File: src/include/sac_pkg.sv
package sac_pkg;
   // ------------------------------------------------------------
   // register byte addresses
   // ------------------------------------------------------------
   localparam logic [7:0] ADDR_P2CFG = 8'h9e;  // port two analog config
   localparam logic [7:0] ADDR_CTRL  = 8'hd2;  // converter control
   localparam logic [7:0] ADDR_RESH  = 8'hd3;  // result high byte
   localparam logic [7:0] ADDR_RESL  = 8'hd4;  // result low and clock cfg
   localparam logic [7:0] ADDR_REF   = 8'hd5;  // reference select
   localparam logic [7:0] ADDR_P1CFG = 8'hd6;  // port one analog config
   localparam logic [7:0] ADDR_INTERRUPT_ENABLE_PRIMARY  = 8'ha8;  // irq enable primary
   localparam logic [7:0] ADDR_INTERRUPT_ENABLE_SECONDARY  = 8'h9a;  // irq enable secondary
   localparam logic [7:0] ADDR_IRF2  = 8'hbf;  // irq flags secondary
   // ------------------------------------------------------------
   // field positions
   // ------------------------------------------------------------
   localparam int BIT_EN    = 7;  // converter_enable
   localparam int BIT_START = 6;  // conversion_start
   localparam int BIT_EOC   = 5;  // completion flag
   localparam int BIT_GATE  = 6;  // global_channel_gate
   localparam int BIT_CKLO  = 4;  // converter_clock_divider low bit
   localparam int BIT_EXTR  = 7;  // external_reference_enable
   localparam int BIT_PWM   = 4;  // pwm_trigger_enable
   localparam int BIT_OVR   = 2;  // reference_supply_override
   localparam int BIT_GIE   = 7;  // global irq enable
   localparam int BIT_IEN   = 1;  // converter_irq_enable
   localparam int BIT_IRF   = 0;  // converter_irq_flag
   // ------------------------------------------------------------
   // channel codes, reset values and timing
   // ------------------------------------------------------------
   localparam logic [3:0] CH_OPAMP = 4'hb;  // opamp_output_channel
   localparam logic [3:0] CH_FIXED = 4'hc;  // internal_fixed_channel
   localparam logic [1:0] LVL_VDD  = 2'h3;  // internal level = supply
   localparam logic [7:0] RST_BYTE = 8'h00; // reset of all control bits
   localparam int CONV_PERIODS = 16;         // quarter-rate periods
   localparam int CONV_QUARTER = 4;          // converter clocks per period
   localparam int CONV_TICKS   = CONV_PERIODS * CONV_QUARTER;
   // ------------------------------------------------------------
   // carriers
   // ------------------------------------------------------------
   typedef struct packed {
      logic [7:0] addr;   // register address
      logic [7:0] wdata;  // write data
      logic       wr;     // write strobe
      logic       rd;     // read strobe
   } sac_bus_t;
   typedef struct packed {
      logic        power_en;    // core powered
      logic [10:0] pin_sel;     // external inputs 0..10
      logic        opamp_sel;   // amplifier output routed
      logic        fixed_sel;   // internal fixed channel routed
      logic        ext_ref_en;  // high reference from pin
      logic [1:0]  ref_level;   // internal level code
      logic [6:0]  p1_pure;     // port one pins 7..1 isolated
      logic [5:0]  p2_pure;     // port two pins 5..0 isolated
      logic        conv_active; // sample/convert in progress
      logic        clk_tick;    // converter clock enable
   } sac_ana_t;
endpackage

File: src/rtl/sac_top.sv
// Added by the designer: the strobed register port.
`timescale 1ns/1ns
module sac_top (
   input  wire logic              clk,        // 250 MHz system clock
   input  wire logic              rst_n,      // async reset, active low
   input  wire sac_pkg::sac_bus_t bus,        // register port
   output logic [7:0]             rdata,      // read data, cycle after rd
   input  wire logic              pwm_trig,   // pwm start event pulse
   input  wire logic [11:0]       core_result,// result from analog core
   output sac_pkg::sac_ana_t      ana,        // controls to analog core
   output logic                   irq_req     // request to irq controller
);
   import sac_pkg::*;

   // ------------------------------------------------------------
   // reset release
   // ------------------------------------------------------------
   logic [1:0] rst_sync;  // two-stage release
   logic       rst_ok_n;  // synchronised reset used by every flop but rst_sync and result

   // release through two flops so all flops on rst_ok_n leave reset together
   always_ff @(posedge clk or negedge rst_n) begin
      if (!rst_n) begin
         rst_sync <= 2'h0;
      end else begin
         rst_sync <= {rst_sync[0], 1'b1};
      end
   end
   assign rst_ok_n = rst_sync[1];

   // ------------------------------------------------------------
   // divider helpers
   // ------------------------------------------------------------
   // system clocks per converter clock for a divider code
   function automatic logic [4:0] div_of(input logic [1:0] code);
      case (code)
         2'h0:    div_of = 5'h10;  // fosc/16
         2'h1:    div_of = 5'h08;  // fosc/8
         2'h2:    div_of = 5'h01;  // fosc/1
         default: div_of = 5'h02;  // fosc/2
      endcase
   endfunction

   // ------------------------------------------------------------
   // registers
   // ------------------------------------------------------------
   logic        en;        // converter_enable
   logic        busy;      // conversion_start, held until done or enable cleared
   logic        eoc;       // completion flag
   logic [3:0]  chs;       // input_channel_select
   logic        rsv7;      // spare read/write bit of low result reg
   logic        gate;      // global_channel_gate
   logic [1:0]  ckdiv;     // converter_clock_divider
   logic        ext_ref;   // external_reference_enable
   logic        pwm_en;    // pwm_trigger_enable
   logic        ovr;       // reference_supply_override
   logic [1:0]  lvl;       // internal_reference_level
   logic [6:0]  p1cfg;     // port_one_analog_cfg bits 7..1
   logic [5:0]  p2cfg;     // port_two_analog_cfg bits 5..0
   logic        gie;       // global irq enable, stored only
   logic        irq_en;    // converter_irq_enable
   logic        irq_flag;  // converter_irq_flag
   logic [11:0] result;    // converted value, no reset
   logic [1:0]  run_div;   // divider code frozen at start
   logic [4:0]  dcnt;      // system clocks within converter clock
   logic [5:0]  tcnt;      // converter clocks within conversion

   // ------------------------------------------------------------
   // address decode
   // ------------------------------------------------------------
   wire wr_ctl  = bus.wr && (bus.addr == ADDR_CTRL);
   wire wr_resl = bus.wr && (bus.addr == ADDR_RESL);
   wire wr_ref  = bus.wr && (bus.addr == ADDR_REF);
   wire wr_p1   = bus.wr && (bus.addr == ADDR_P1CFG);
   wire wr_p2   = bus.wr && (bus.addr == ADDR_P2CFG);
   wire wr_interrupt_enable_primary = bus.wr && (bus.addr == ADDR_INTERRUPT_ENABLE_PRIMARY);
   wire wr_interrupt_enable_secondary = bus.wr && (bus.addr == ADDR_INTERRUPT_ENABLE_SECONDARY);
   wire wr_irf  = bus.wr && (bus.addr == ADDR_IRF2);

   // ------------------------------------------------------------
   // conversion sequencing
   // ------------------------------------------------------------
   wire [4:0] run_len  = div_of(run_div);
   // one converter clock elapsed
   wire       tick     = busy && (dcnt == run_len - 5'h1);
   // last of 16 quarter-rate periods
   wire       conv_end = tick && (tcnt == 6'(CONV_TICKS - 1));
   // enable as it stands after this cycle's write
   wire       next_en  = wr_ctl ? bus.wdata[BIT_EN] : en;
   wire       sw_start = wr_ctl && bus.wdata[BIT_START];
   wire       hw_start = pwm_en && pwm_trig;
   // a start is lost, not queued, when disabled or busy
   wire       start_ok = (sw_start || hw_start) && next_en && !busy;
   // clearing enable mid-conversion abandons it without a done flag
   wire       next_busy = start_ok ? 1'b1 :
                          (conv_end || !next_en) ? 1'b0 : busy;
   // done beats a same-cycle software clear
   wire       next_eoc  = conv_end ? 1'b1 :
                          start_ok ? 1'b0 :
                          (wr_ctl && !bus.wdata[BIT_EOC]) ? 1'b0 : eoc;
   wire       next_flag = conv_end ? 1'b1 :
                          wr_irf ? bus.wdata[BIT_IRF] : irq_flag;

   // ------------------------------------------------------------
   // analog-side decode
   // ------------------------------------------------------------
   wire        routed   = gate && (chs <= CH_FIXED);
   wire [10:0] next_pin = (routed && chs < CH_OPAMP) ?
                          (11'h1 << chs) : 11'h0;
   wire        next_opa = routed && (chs == CH_OPAMP);
   wire        next_fix = routed && (chs == CH_FIXED);
   // override forces supply; internal levels stay unused off the pin
   wire [1:0]  next_lvl = ovr ? LVL_VDD : lvl;

   // ------------------------------------------------------------
   // read mux
   // ------------------------------------------------------------
   wire [7:0] rd_ctl  = {en, busy, eoc, 1'b0, chs};
   wire [7:0] rd_resl = {rsv7, gate, ckdiv, result[3:0]};
   wire [7:0] rd_ref  = {ext_ref, 2'h0, pwm_en, 1'b0, ovr, lvl};
   logic [7:0] next_rdata;  // selected byte, zero when unmapped

   always_comb begin
      next_rdata = 8'h00;
      case (bus.addr)
         ADDR_CTRL:  next_rdata = rd_ctl;
         ADDR_RESH:  next_rdata = result[11:4];
         ADDR_RESL:  next_rdata = rd_resl;
         ADDR_REF:   next_rdata = rd_ref;
         ADDR_P1CFG: next_rdata = {p1cfg, 1'b0};
         ADDR_P2CFG: next_rdata = {2'h0, p2cfg};
         ADDR_INTERRUPT_ENABLE_PRIMARY:  next_rdata = {gie, 7'h00};
         ADDR_INTERRUPT_ENABLE_SECONDARY:  next_rdata = {6'h00, irq_en, 1'b0};
         ADDR_IRF2:  next_rdata = {7'h00, irq_flag};
         default:    next_rdata = 8'h00;
      endcase
   end

   // ------------------------------------------------------------
   // control state
   // ------------------------------------------------------------
   // converter control and status
   always_ff @(posedge clk or negedge rst_ok_n) begin
      if (!rst_ok_n) begin
         {en, eoc, chs} <= 6'h00;
         busy           <= 1'b0;
      end else begin
         en   <= next_en;
         busy <= next_busy;
         eoc  <= next_eoc;
         if (wr_ctl) begin
            chs <= bus.wdata[3:0];
         end
      end
   end

   // configuration registers
   always_ff @(posedge clk or negedge rst_ok_n) begin
      if (!rst_ok_n) begin
         {rsv7, gate, ckdiv}          <= 4'h0;
         {ext_ref, pwm_en, ovr, lvl}  <= 5'h00;
         p1cfg                        <= RST_BYTE[7:1];
         p2cfg                        <= RST_BYTE[5:0];
      end else begin
         if (wr_resl) begin
            {rsv7, gate, ckdiv} <= bus.wdata[7:4];
         end
         if (wr_ref) begin
            ext_ref <= bus.wdata[BIT_EXTR];
            pwm_en  <= bus.wdata[BIT_PWM];
            ovr     <= bus.wdata[BIT_OVR];
            lvl     <= bus.wdata[1:0];
         end
         if (wr_p1) begin
            p1cfg <= bus.wdata[7:1];
         end
         if (wr_p2) begin
            p2cfg <= bus.wdata[5:0];
         end
      end
   end

   // interrupt enable and request flag
   always_ff @(posedge clk or negedge rst_ok_n) begin
      if (!rst_ok_n) begin
         {gie, irq_en, irq_flag} <= 3'h0;
      end else begin
         if (wr_interrupt_enable_primary) begin
            gie <= bus.wdata[BIT_GIE];
         end
         if (wr_interrupt_enable_secondary) begin
            irq_en <= bus.wdata[BIT_IEN];
         end
         irq_flag <= next_flag;
      end
   end

   // conversion counters; divider code frozen so a rewrite cannot
   // stretch or cut a conversion already running
   always_ff @(posedge clk or negedge rst_ok_n) begin
      if (!rst_ok_n) begin
         run_div <= 2'h0;
         dcnt    <= 5'h00;
         tcnt    <= 6'h00;
      end else if (start_ok) begin
         run_div <= wr_resl ? bus.wdata[5:4] : ckdiv;
         dcnt    <= 5'h00;
         tcnt    <= 6'h00;
      end else if (busy) begin
         dcnt <= tick ? 5'h00 : dcnt + 5'h1;
         tcnt <= tick ? tcnt + 6'h1 : tcnt;
      end
   end

   // result buffer: deliberately unreset, holds garbage until first done
   always_ff @(posedge clk) begin
      if (conv_end) begin
         result <= core_result;
      end
   end

   // ------------------------------------------------------------
   // registered outputs
   // ------------------------------------------------------------
   always_ff @(posedge clk or negedge rst_ok_n) begin
      if (!rst_ok_n) begin
         rdata   <= 8'h00;
         ana     <= '0;
         irq_req <= 1'b0;
      end else begin
         rdata           <= bus.rd ? next_rdata : 8'h00;
         ana.power_en    <= en;
         ana.pin_sel     <= next_pin;
         ana.opamp_sel   <= next_opa;
         ana.fixed_sel   <= next_fix;
         ana.ext_ref_en  <= ext_ref;
         ana.ref_level   <= next_lvl;
         ana.p1_pure     <= p1cfg;
         ana.p2_pure     <= p2cfg;
         ana.conv_active <= busy;
         ana.clk_tick    <= tick;
         irq_req         <= irq_flag && irq_en;
      end
   end

   // ------------------------------------------------------------
   // assertions
   // ------------------------------------------------------------
   logic [10:0] busy_cnt;  // cycles spent busy, checker helper

   always_ff @(posedge clk or negedge rst_ok_n) begin
      if (!rst_ok_n) begin
         busy_cnt <= 11'h000;
      end else begin
         busy_cnt <= busy ? busy_cnt + 11'h1 : 11'h000;
      end
   end

   property p_start;
      @(posedge clk) disable iff (!rst_ok_n)
      start_ok |=> busy && !eoc;
   endproperty
   a_start: assert property (p_start) else $error("start not taken");

   property p_eoc_low;
      @(posedge clk) disable iff (!rst_ok_n)
      busy |-> !eoc;
   endproperty
   a_eoc_low: assert property (p_eoc_low) else $error("flag high while busy");

   property p_done;
      @(posedge clk) disable iff (!rst_ok_n)
      conv_end |=> eoc && irq_flag && !busy && result == $past(core_result);
   endproperty
   a_done: assert property (p_done) else $error("done edge wrong");

   property p_len;
      @(posedge clk) disable iff (!rst_ok_n)
      conv_end |-> busy_cnt == 11'(CONV_TICKS) * 11'(run_len) - 11'h1;
   endproperty
   a_len: assert property (p_len) else $error("conversion length wrong");

   property p_no_start;
      @(posedge clk) disable iff (!rst_ok_n)
      !busy && !next_en |=> !busy;
   endproperty
   a_no_start: assert property (p_no_start) else $error("start while disabled");

   property p_pwm_off;
      @(posedge clk) disable iff (!rst_ok_n)
      !busy && !pwm_en && !sw_start |=> !busy;
   endproperty
   a_pwm_off: assert property (p_pwm_off) else $error("pwm started conversion");

   property p_pwm_on;
      @(posedge clk) disable iff (!rst_ok_n)
      !busy && en && !bus.wr && pwm_en && pwm_trig |=> busy ##1 ana.conv_active;
   endproperty
   a_pwm_on: assert property (p_pwm_on) else $error("pwm start lost");

   property p_reserved;
      @(posedge clk) disable iff (!rst_ok_n)
      chs > CH_FIXED |=> ana.pin_sel == 11'h0 && !ana.opamp_sel && !ana.fixed_sel;
   endproperty
   a_reserved: assert property (p_reserved) else $error("reserved code routed");

   property p_opamp;
      @(posedge clk) disable iff (!rst_ok_n)
      gate && chs == CH_OPAMP |=> ana.opamp_sel && ana.pin_sel == 11'h0;
   endproperty
   a_opamp: assert property (p_opamp) else $error("amplifier not routed");

   property p_gate;
      @(posedge clk) disable iff (!rst_ok_n)
      !gate |=> ana.pin_sel == 11'h0 && !ana.opamp_sel && !ana.fixed_sel;
   endproperty
   a_gate: assert property (p_gate) else $error("input routed with gate off");

   property p_ovr;
      @(posedge clk) disable iff (!rst_ok_n)
      ovr |=> ana.ref_level == LVL_VDD;
   endproperty
   a_ovr: assert property (p_ovr) else $error("override ignored");

   property p_irq;
      @(posedge clk) disable iff (!rst_ok_n)
      irq_flag && !irq_en |=> !irq_req;
   endproperty
   a_irq: assert property (p_irq) else $error("masked request raised");

   property p_irq_on;
      @(posedge clk) disable iff (!rst_ok_n)
      irq_flag && irq_en |=> irq_req;
   endproperty
   a_irq_on: assert property (p_irq_on) else $error("enabled request lost");

   property p_flag_hold;
      @(posedge clk) disable iff (!rst_ok_n)
      irq_flag && !(wr_irf && !bus.wdata[BIT_IRF]) |=> irq_flag;
   endproperty
   a_flag_hold: assert property (p_flag_hold) else $error("request flag dropped");

   // sticky flag: only a zero write or a fresh start may lower it
   property p_eoc_hold;
      @(posedge clk) disable iff (!rst_ok_n)
      eoc && !start_ok && !(wr_ctl && !bus.wdata[BIT_EOC]) |=> eoc;
   endproperty
   a_eoc_hold: assert property (p_eoc_hold) else $error("done flag dropped");

   property p_abort;
      @(posedge clk) disable iff (!rst_ok_n)
      busy && !next_en && !conv_end |=> !busy && !eoc;
   endproperty
   a_abort: assert property (p_abort) else $error("abort left conversion running");

   property p_pin;
      @(posedge clk) disable iff (!rst_ok_n)
      gate && chs < CH_OPAMP |=> ana.pin_sel == (11'h1 << $past(chs)) && !ana.fixed_sel;
   endproperty
   a_pin: assert property (p_pin) else $error("external input not routed");

   property p_fixed;
      @(posedge clk) disable iff (!rst_ok_n)
      gate && chs == CH_FIXED |=> ana.fixed_sel && !ana.opamp_sel && ana.pin_sel == 11'h0;
   endproperty
   a_fixed: assert property (p_fixed) else $error("fixed channel not routed");

   property p_lvl;
      @(posedge clk) disable iff (!rst_ok_n)
      !ovr |=> ana.ref_level == $past(lvl);
   endproperty
   a_lvl: assert property (p_lvl) else $error("internal level not followed");

   property p_pure;
      @(posedge clk) disable iff (!rst_ok_n)
      1'b1 |=> ana.p1_pure == $past(p1cfg) && ana.p2_pure == $past(p2cfg);
   endproperty
   a_pure: assert property (p_pure) else $error("pure analog bits not passed");

   c_sw_conv:  cover property (@(posedge clk) disable iff (!rst_ok_n)
                               sw_start && start_ok ##[1:300] conv_end);
   c_pwm_conv: cover property (@(posedge clk) disable iff (!rst_ok_n)
                               hw_start && start_ok);
   c_race:     cover property (@(posedge clk) disable iff (!rst_ok_n)
                               conv_end && wr_ctl && !bus.wdata[BIT_EOC]);
   c_abort:    cover property (@(posedge clk) disable iff (!rst_ok_n)
                               busy && wr_ctl && !bus.wdata[BIT_EN]);
endmodule

File: config.mk
export PLATFORM = sky130hd
export DESIGN_NAME = sac_top
export DESIGN_NICKNAME = d
export VERILOG_FILES = /design/src/include/sac_pkg.sv /design/src/rtl/sac_top.sv
export SDC_FILE = /design/constraint.sdc
export NUM_CORES = 1
export LEC_CHECK = 0
export ABC_AREA = 1
export BUFFER_PORTS_ARGS = -buffer_cell sky130_fd_sc_hd__buf_4
export CORE_UTILIZATION = 30
export DETAILED_ROUTE_END_ITERATION = 10
export PLACE_DENSITY = 0.51
export REMOVE_ABC_BUFFERS = 1
export SLEW_MARGIN = 20
export SYNTH_ARGS = -nofsm -noshare
export SYNTH_HDL_FRONTEND = slang
export SYNTH_SLANG_ARGS = --single-unit
File: constraint.sdc
create_clock -name clk -period 3.3 [get_ports clk]
set_input_delay 0.165 -clock clk [delete_from_list [all_inputs] [get_ports clk]]
set_output_delay 0.165 -clock clk [all_outputs]
set_load 0.1 [all_outputs]
==> results of run 1 <==
[sequential cells by signal, indices dropped and copies added (netlist names), 4 cells and up]
name,flops
result,12
p2cfg,6
ana,32
dcnt,5
rdata,8
tcnt,6
p1cfg,7
chs,4
[worst max-delay path, cell delays in order, from the launching register on]
cell and delay, ps:
dfrtp_1 420, inv_1 90, nand2_1 60, ha_1 300, nand2_1 70, nand2_1 50, nor2_1 110, nand3_1 150
nor2_4 230, nand3_1 150, nor3_2 120, buf_4 220
[per-stage QoR]
stage                     hold slack, ps  std cells  worst slack, ps
after floorplan                     -131        437              667
after detailed placement           -51.6        691             1080
after global placement             -52.1        691             1120
after global routing                65.0        720              820
after CTS                           38.5        719             1040
final                               59.2        720             1050
[power groups by stage]
stage / Combinational (uW) / Clock [uW] / Sequential, uW
after global routing: 312 / 1060 / 1330
final: 288 / 975 / 1320
after floorplan: 90.2 / 0 / 1440
after CTS: 274 / 1010 / 1340
after global placement: 259 / 0 / 1360
after detailed placement: 262 / 0 / 1360
[layout by cell type (no fill, tap or decap), drive strengths merged]
master | netlist | final
nand2 | 120 | 120
dfrtp | 88 | 88
buf | 5 | 75
nor2 | 49 | 49
nand3 | 47 | 47
inv | 43 | 44
o21ai | 39 | 39
clkbuf | 0 | 14
dlygate4sd3 | 0 | 13
edfxtp | 12 | 12
nor3 | 11 | 11
nand4 | 7 | 7
xor2 | 5 | 5
a21oi | 4 | 4
or2 | 3 | 3
ha | 3 | 3
nand3b | 2 | 2
clkinv | 1 | 1
o31ai | 1 | 1
mux2 | 1 | 1
conb | 1 | 1
[per-layer routing]
layer	vias to the layer above	GRT usage	wire length [um]
li1	1618	-	-
met1	1481	0.192	4560
met2	70	0.236	4560
met3	14	0.0382	466
met4	0	0.0625	194
met5	-	0	0
[area by class of cell]
| type | instances | area [um^2] | share of cell area |
|---|---|---|---|
| Inverter | 44 | 165 | 0.0305 |
| Tap cell | 180 | 225 | 0.0416 |
| Clock buffer | 14 | 265 | 0.0490 |
| Multi-Input combinational cell | 293 | 1470 | 0.272 |
| Clock inverter | 1 | 6.26 | 0.00116 |
| Sequential cell | 100 | 2570 | 0.474 |
| Timing Repair Buffer | 88 | 713 | 0.132 |
[worst paths after layout]
| check | startpoint | to | slack (ps) | depth (start not counted) |
|---|---|---|---|---|
| setup / recovery | run_div[0] | result[1] | 1050 | 11 |
| hold / removal | bus[0] | rdata[0] | 60 | 3 |
| setup reg to reg | run_div[0] | result[1] | 1050 | 11 |
| hold reg to reg | rst_sync[1] | ana[8] | 270 | 0 |
| max in group asynchronous | rst_sync[1] | rdata[6] | 2410 | 1 |
| min in group asynchronous | rst_n | rst_sync[1] | 150 | 2 |
[repair_timing]
item,4_1_cts,5_1_grt
hold buffers,13,0
gates resized for setup,0,0
hold endpoints to repair,14,0
[cell families after synthesis]
group,count (synthesis),synth area share
adder cells (fa/ha/maj),3,0.00887
multiplexers,1,0.00266
flip-flops,100,0.605
AND/OR/NAND/NOR,239,0.268
other,1,0.000886
buffers and inverters,49,0.0470
XOR/XNOR,5,0.0103
AO/OA/AOI/OAI,44,0.0570
==> metrics.md, run 1 <==
| Metric | Value |
|---|---|
| Most frequent cell after synthesis | nand2_1 |
| Initial antenna violation count | 0 |
| Clock share of power | 0.377 |
| Yosys reg bits | 100 |
| First-pass DRT Iterations | 4 |
| Largest net degree at the start of global routing | between 80 and 90 |
| Netlist cell types | 32 |
| Fmax | approximately 440 MHz |
| Clock Path Buffers | 2 |
| HP Class | in -> reg |
| Number of max-cap violations | 0 |
| Setup crit start kind | flop |
| Setup TNS | 0 ps |
| GRT Util Overall | 0.149 |
| CP Max Fanout | 12 |
| Layout Utilization | 0.391 |
| Initial core utilization | 0.306 |
| Ys Warns | 0 |
| # diodes | 0 |
| Skew-Pair Late Insertion Delay | approximately 350 ps |
| Post-CTS setup buffers | 0 |
| Worst slew margin relative to its limit | 0.625 |
| TritonCTS clock tree | built |
| Die H | approximately 120 um |
| Post-synth EDFFs | 12 |
| Die span in x | ~120 um |
| Tcrit/Tclk final | 0.683 |
| Max VDD drop | 0.215 mV |
| Synth area leader | dfrtp_1 |
| Status | complete, no violations |
| Net switching power | roughly 650 uW |
| Skew final | 8.76 ps |
| Syn-to-layout area delta | 27.9% |
| CTS Root Cell | clkbuf_16 |
| Final WL | approximately 9800 um |
| Crit. End Element | flop |
| Final Slew Violations | 0 |
| Mean Syn Cell Area | 9.58 um^2 |
| Share of cells above drive strength 1 | 0.220 |
| DR vias | 3183 |
| Synth Instances | about 440 |
| RSZ-0062 raised after global routing | false |
| Boundary pin count | 74 |
| Int Power | 1930 uW |
| Syn Std Cell Area | 4230 um^2 |
| DRT iter0 DRCs | roughly 200 |
| Final setup viols | 0 |
| Synth top area share | 0.520 |
| CTS H-tree lvls | 3 |
| Placeable Area | about 14000 um^2 |
| Synth area leaders | dfrtp_1 52%, nand2_1 9.9%, edfxtp_1 8.5% |
| DP Wirelength | around 7300 um |
| Sequential share of power | 0.512 |
| Lkg Pwr | approximately 0.0027 uW |
| Placed Area | approximately 5000 um^2 |
| Post-synthesis sequential area ratio | 0.605 |
| DR DRC count | 0 |
| Sw Share | 0.253 |
| Antenna Violating Nets Remaining | 0 |
| PD cells | approximately 480 nW/um^2 |
| Port Buf Inserts | 73 |
| Prevailing post-synth register cell | dfrtp_1 |
| Worst Path Required | 3340 ps |
| Logic pwr share | 0.111 |
| Finished layout cell area | around 5400 um^2 |
| Avg WL per Cell | ~14 um |
| # fillers | 1391 |
| Reg clk slew, reported paths | approximately 60 ps |
| Remaining Overflow, GRT | 0 |
| GP Congestion | approximately 0.83 |
| Worst-Margin Slew | 556 ps |
| First-pass GRT wire length | about 16000 um |
| Clock Sink Count | 100 |
| Post-layout minimum cycle time | between 2000 and 2500 ps |
| Setup CP Type | reg -> reg |
| CTS Buf Count | 9 |
| Synth top cells by count | 112 x nand2_1, 88 x dfrtp_1, 45 x nand3_1 |
| Worst EP arrival | 2300 ps |
| Final Power | 2590 uW |
| Vias in the first global route | between 3000 and 4000 |
| Final Hold Fails | 0 |
| Nets | ~570 |
| # rows | between 40 and 50 |
| Synth async-reset ratio | 0.880 |
| Die area | about 15000 um^2 |
| Vias per cell | about 4.4 |
Power figures use the tool's default switching activity.
==> run 2: changes to the inputs <==
- PLACE_DENSITY: 0.51 -> 0.53
- clock period: 3.3 -> 2 ns (I/O delays scaled with it)
==> metrics.md, run 2 (same netlist as run 1, synthesis figures left out) <==
| Metric | Value |
|---|---|
| Status | complete, but fails checks |
| Failing checks | setup timing |
| Initial core utilization | 0.306 |
| Clock Path Buffers | 2 |
| Vias in the first global route | 3249 |
| Placeable Area | 13800 um^2 |
| Skew-Pair Late Insertion Delay | 340 ps |
| PD cells | between 700 and 800 nW/um^2 |
| Die span in x | about 120 um |
| Top reg by flops | ana |
| Final Hold Fails | 0 |
| Antenna Violating Nets Remaining | 0 |
| Max FFs per register | 32 |
| Worst Path Required | just over 2000 ps |
| RSZ-0062 raised after global routing | true |
| Final Power | around 4400 uW |
| Syn-to-layout area delta | 32.1% |
| HP Class | in -> reg |
| Setup CP Type | reg -> reg |
| DP Wirelength | roughly 7600 um |
| Worst EP arrival | 2130 ps |
| Post-layout minimum cycle time | roughly 2100 ps |
| Avg WL per Cell | 13.6 um |
| Placed Area | 5060 um^2 |
| Nets | slightly below 600 |
| # diodes | 0 |
| CP Max Fanout | 6 |
| Worst hold path cell count | 3 |
| Placement Setup Slack | -75.8 ps |
| Clock Sink Count | 100 |
| Net switching power | around 1100 uW |
| Remaining Overflow, GRT | 0 |
| DR vias | roughly 3200 |
| Most common cell after layout, fill and taps aside | nand2_1 |
| Logic pwr share | 0.113 |
| Lkg Pwr | approximately 0.0028 uW |
| Reg2reg path depth | 11 |
| TritonCTS clock tree | built |
| Tcrit/Tclk final | 1.03 |
| Final WL | 10000 um |
| Final Slew Violations | 0 |
| Commonest non-fill, non-tap cells in the layout | 108 x nand2_1, 87 x dfrtp_1, 84 x buf_4, 43 x nand3_1, 40 x inv_1 |
| GP Congestion | 0.849 |
| Vias per cell | about 4.4 |
| Boundary pin count | 74 |
| Sw Share | 0.257 |
| Int Power | roughly 3300 uW |
| First-pass DRT Iterations | 4 |
| Sequential share of power | 0.498 |
| Max VDD drop | 0.343 mV |
| Final setup viols | 12 |
| Largest regs | ana (32), result (12), rdata (8) |
| Reg clk slew, reported paths | about 60 ps |
| # rows | between 40 and 50 |
| Fmax | around 480 MHz |
| Die H | ~120 um |
| Port Buf Inserts | between 70 and 80 |
| Share of cells above drive strength 1 | 0.259 |
| CTS Root Cell | clkbuf_16 |
| Die area | between 10000 and 15000 um^2 |
| Setup ws final | -63.8 ps |
| Layout Utilization | 0.404 |
| Number of max-cap violations | 0 |
| Fin Hold WS | between 40 and 50 ps |
| Crit. End Element | flop |
| GRT Util Overall | 0.150 |
| Largest net degree at the start of global routing | 29 |
| Skew final | 9.33 ps |
| Finished layout cell area | 5590 um^2 |
| DRT iter0 DRCs | about 170 |
| Reg-to-reg setup timing slack | -60 ps |
| CTS H-tree lvls | 3 |
| Clock share of power | 0.390 |
| First-pass GRT wire length | 16600 um |
| Worst-Margin Slew | between 500 and 600 ps |
| DR DRC count | 0 |
| Initial antenna violation count | 0 |
| Worst slew margin relative to its limit | 0.627 |
| Setup crit start kind | flop |
| CTS Buf Count | 9 |
-- run 2: changes by cell type in the layout (fill, tap and decap cells not counted), moves of 3 or more --
cell	previous run	this run
clkbuf_1	4	1
buf_4	74	84
nand2_1	112	108
nand2_2	6	10
-- run 2: timing repair --
action,CTS,global route
pin swaps,0,6
endpoints found under the setup margin,12,14
hold endpoints to repair,16,0
buffers inserted,1,3
cloned,1,0
gates resized for setup,7,7
hold buffers,15,0
-- run 2: final cells by class --
class	count	area (um^2)
fill	1371	8230
sequential	100	2570
multi-input combinational	293	1520
timing repair buffer	102	823
clock buffer	10	229
tap	180	225
inverter	44	165
clock inverter	6	63.8
-- run 2: per-stage QoR --
stage,cells,TNS (ps)
4_1_cts,732,-215
5_1_grt,735,-2190
2_1_floorplan,437,-58790
3_5_place_dp,699,-907
3_3_place_gp,699,-423
6_report,735,-699
-- run 2: worst paths after layout --
check / to / startpoint
setup / recovery: result[1] / run_div[0]
hold / removal: p1cfg[5] / bus[8]
setup reg to reg: result[1] / run_div[0]
hold reg to reg: irq_en / rst_sync[1]
max in group asynchronous: ana[14] / rst_sync[1]
min in group asynchronous: rst_sync[1] / rst_n
-- run 2: metal layers --
layer / routed length, um / part of all wire / up-vias / track usage
li1: - / - / 1646 / -
met1: 4600 / 0.46 / 1492 / 0.194
met2: 4790 / 0.48 / 81 / 0.244
met3: 456 / 0.046 / 12 / 0.0410
met4: 153 / 0.015 / 0 / 0.0478
met5: 0 / 0 / - / 0
-- run 2: power groups by stage --
stage	sequential, uW	combinational, uW	clock (uW)
after CTS	2180	496	1750
after floorplan	2370	149	0
after global routing	2190	536	1840
after global placement	2220	464	0
after detailed placement	2220	465	0
final	2180	493	1710
-- run 2: critical path, cell delays in order (launching register included) --
cell and delay, ps:
dfrtp_1 420, inv_2 80, nand2_2 60, ha_4 220, nand2_2 60, nand2_2 50
nor2_2 130, nand3_2 120, nor2_4 150, nand3_4 80, nor3_4 240, buf_6 160
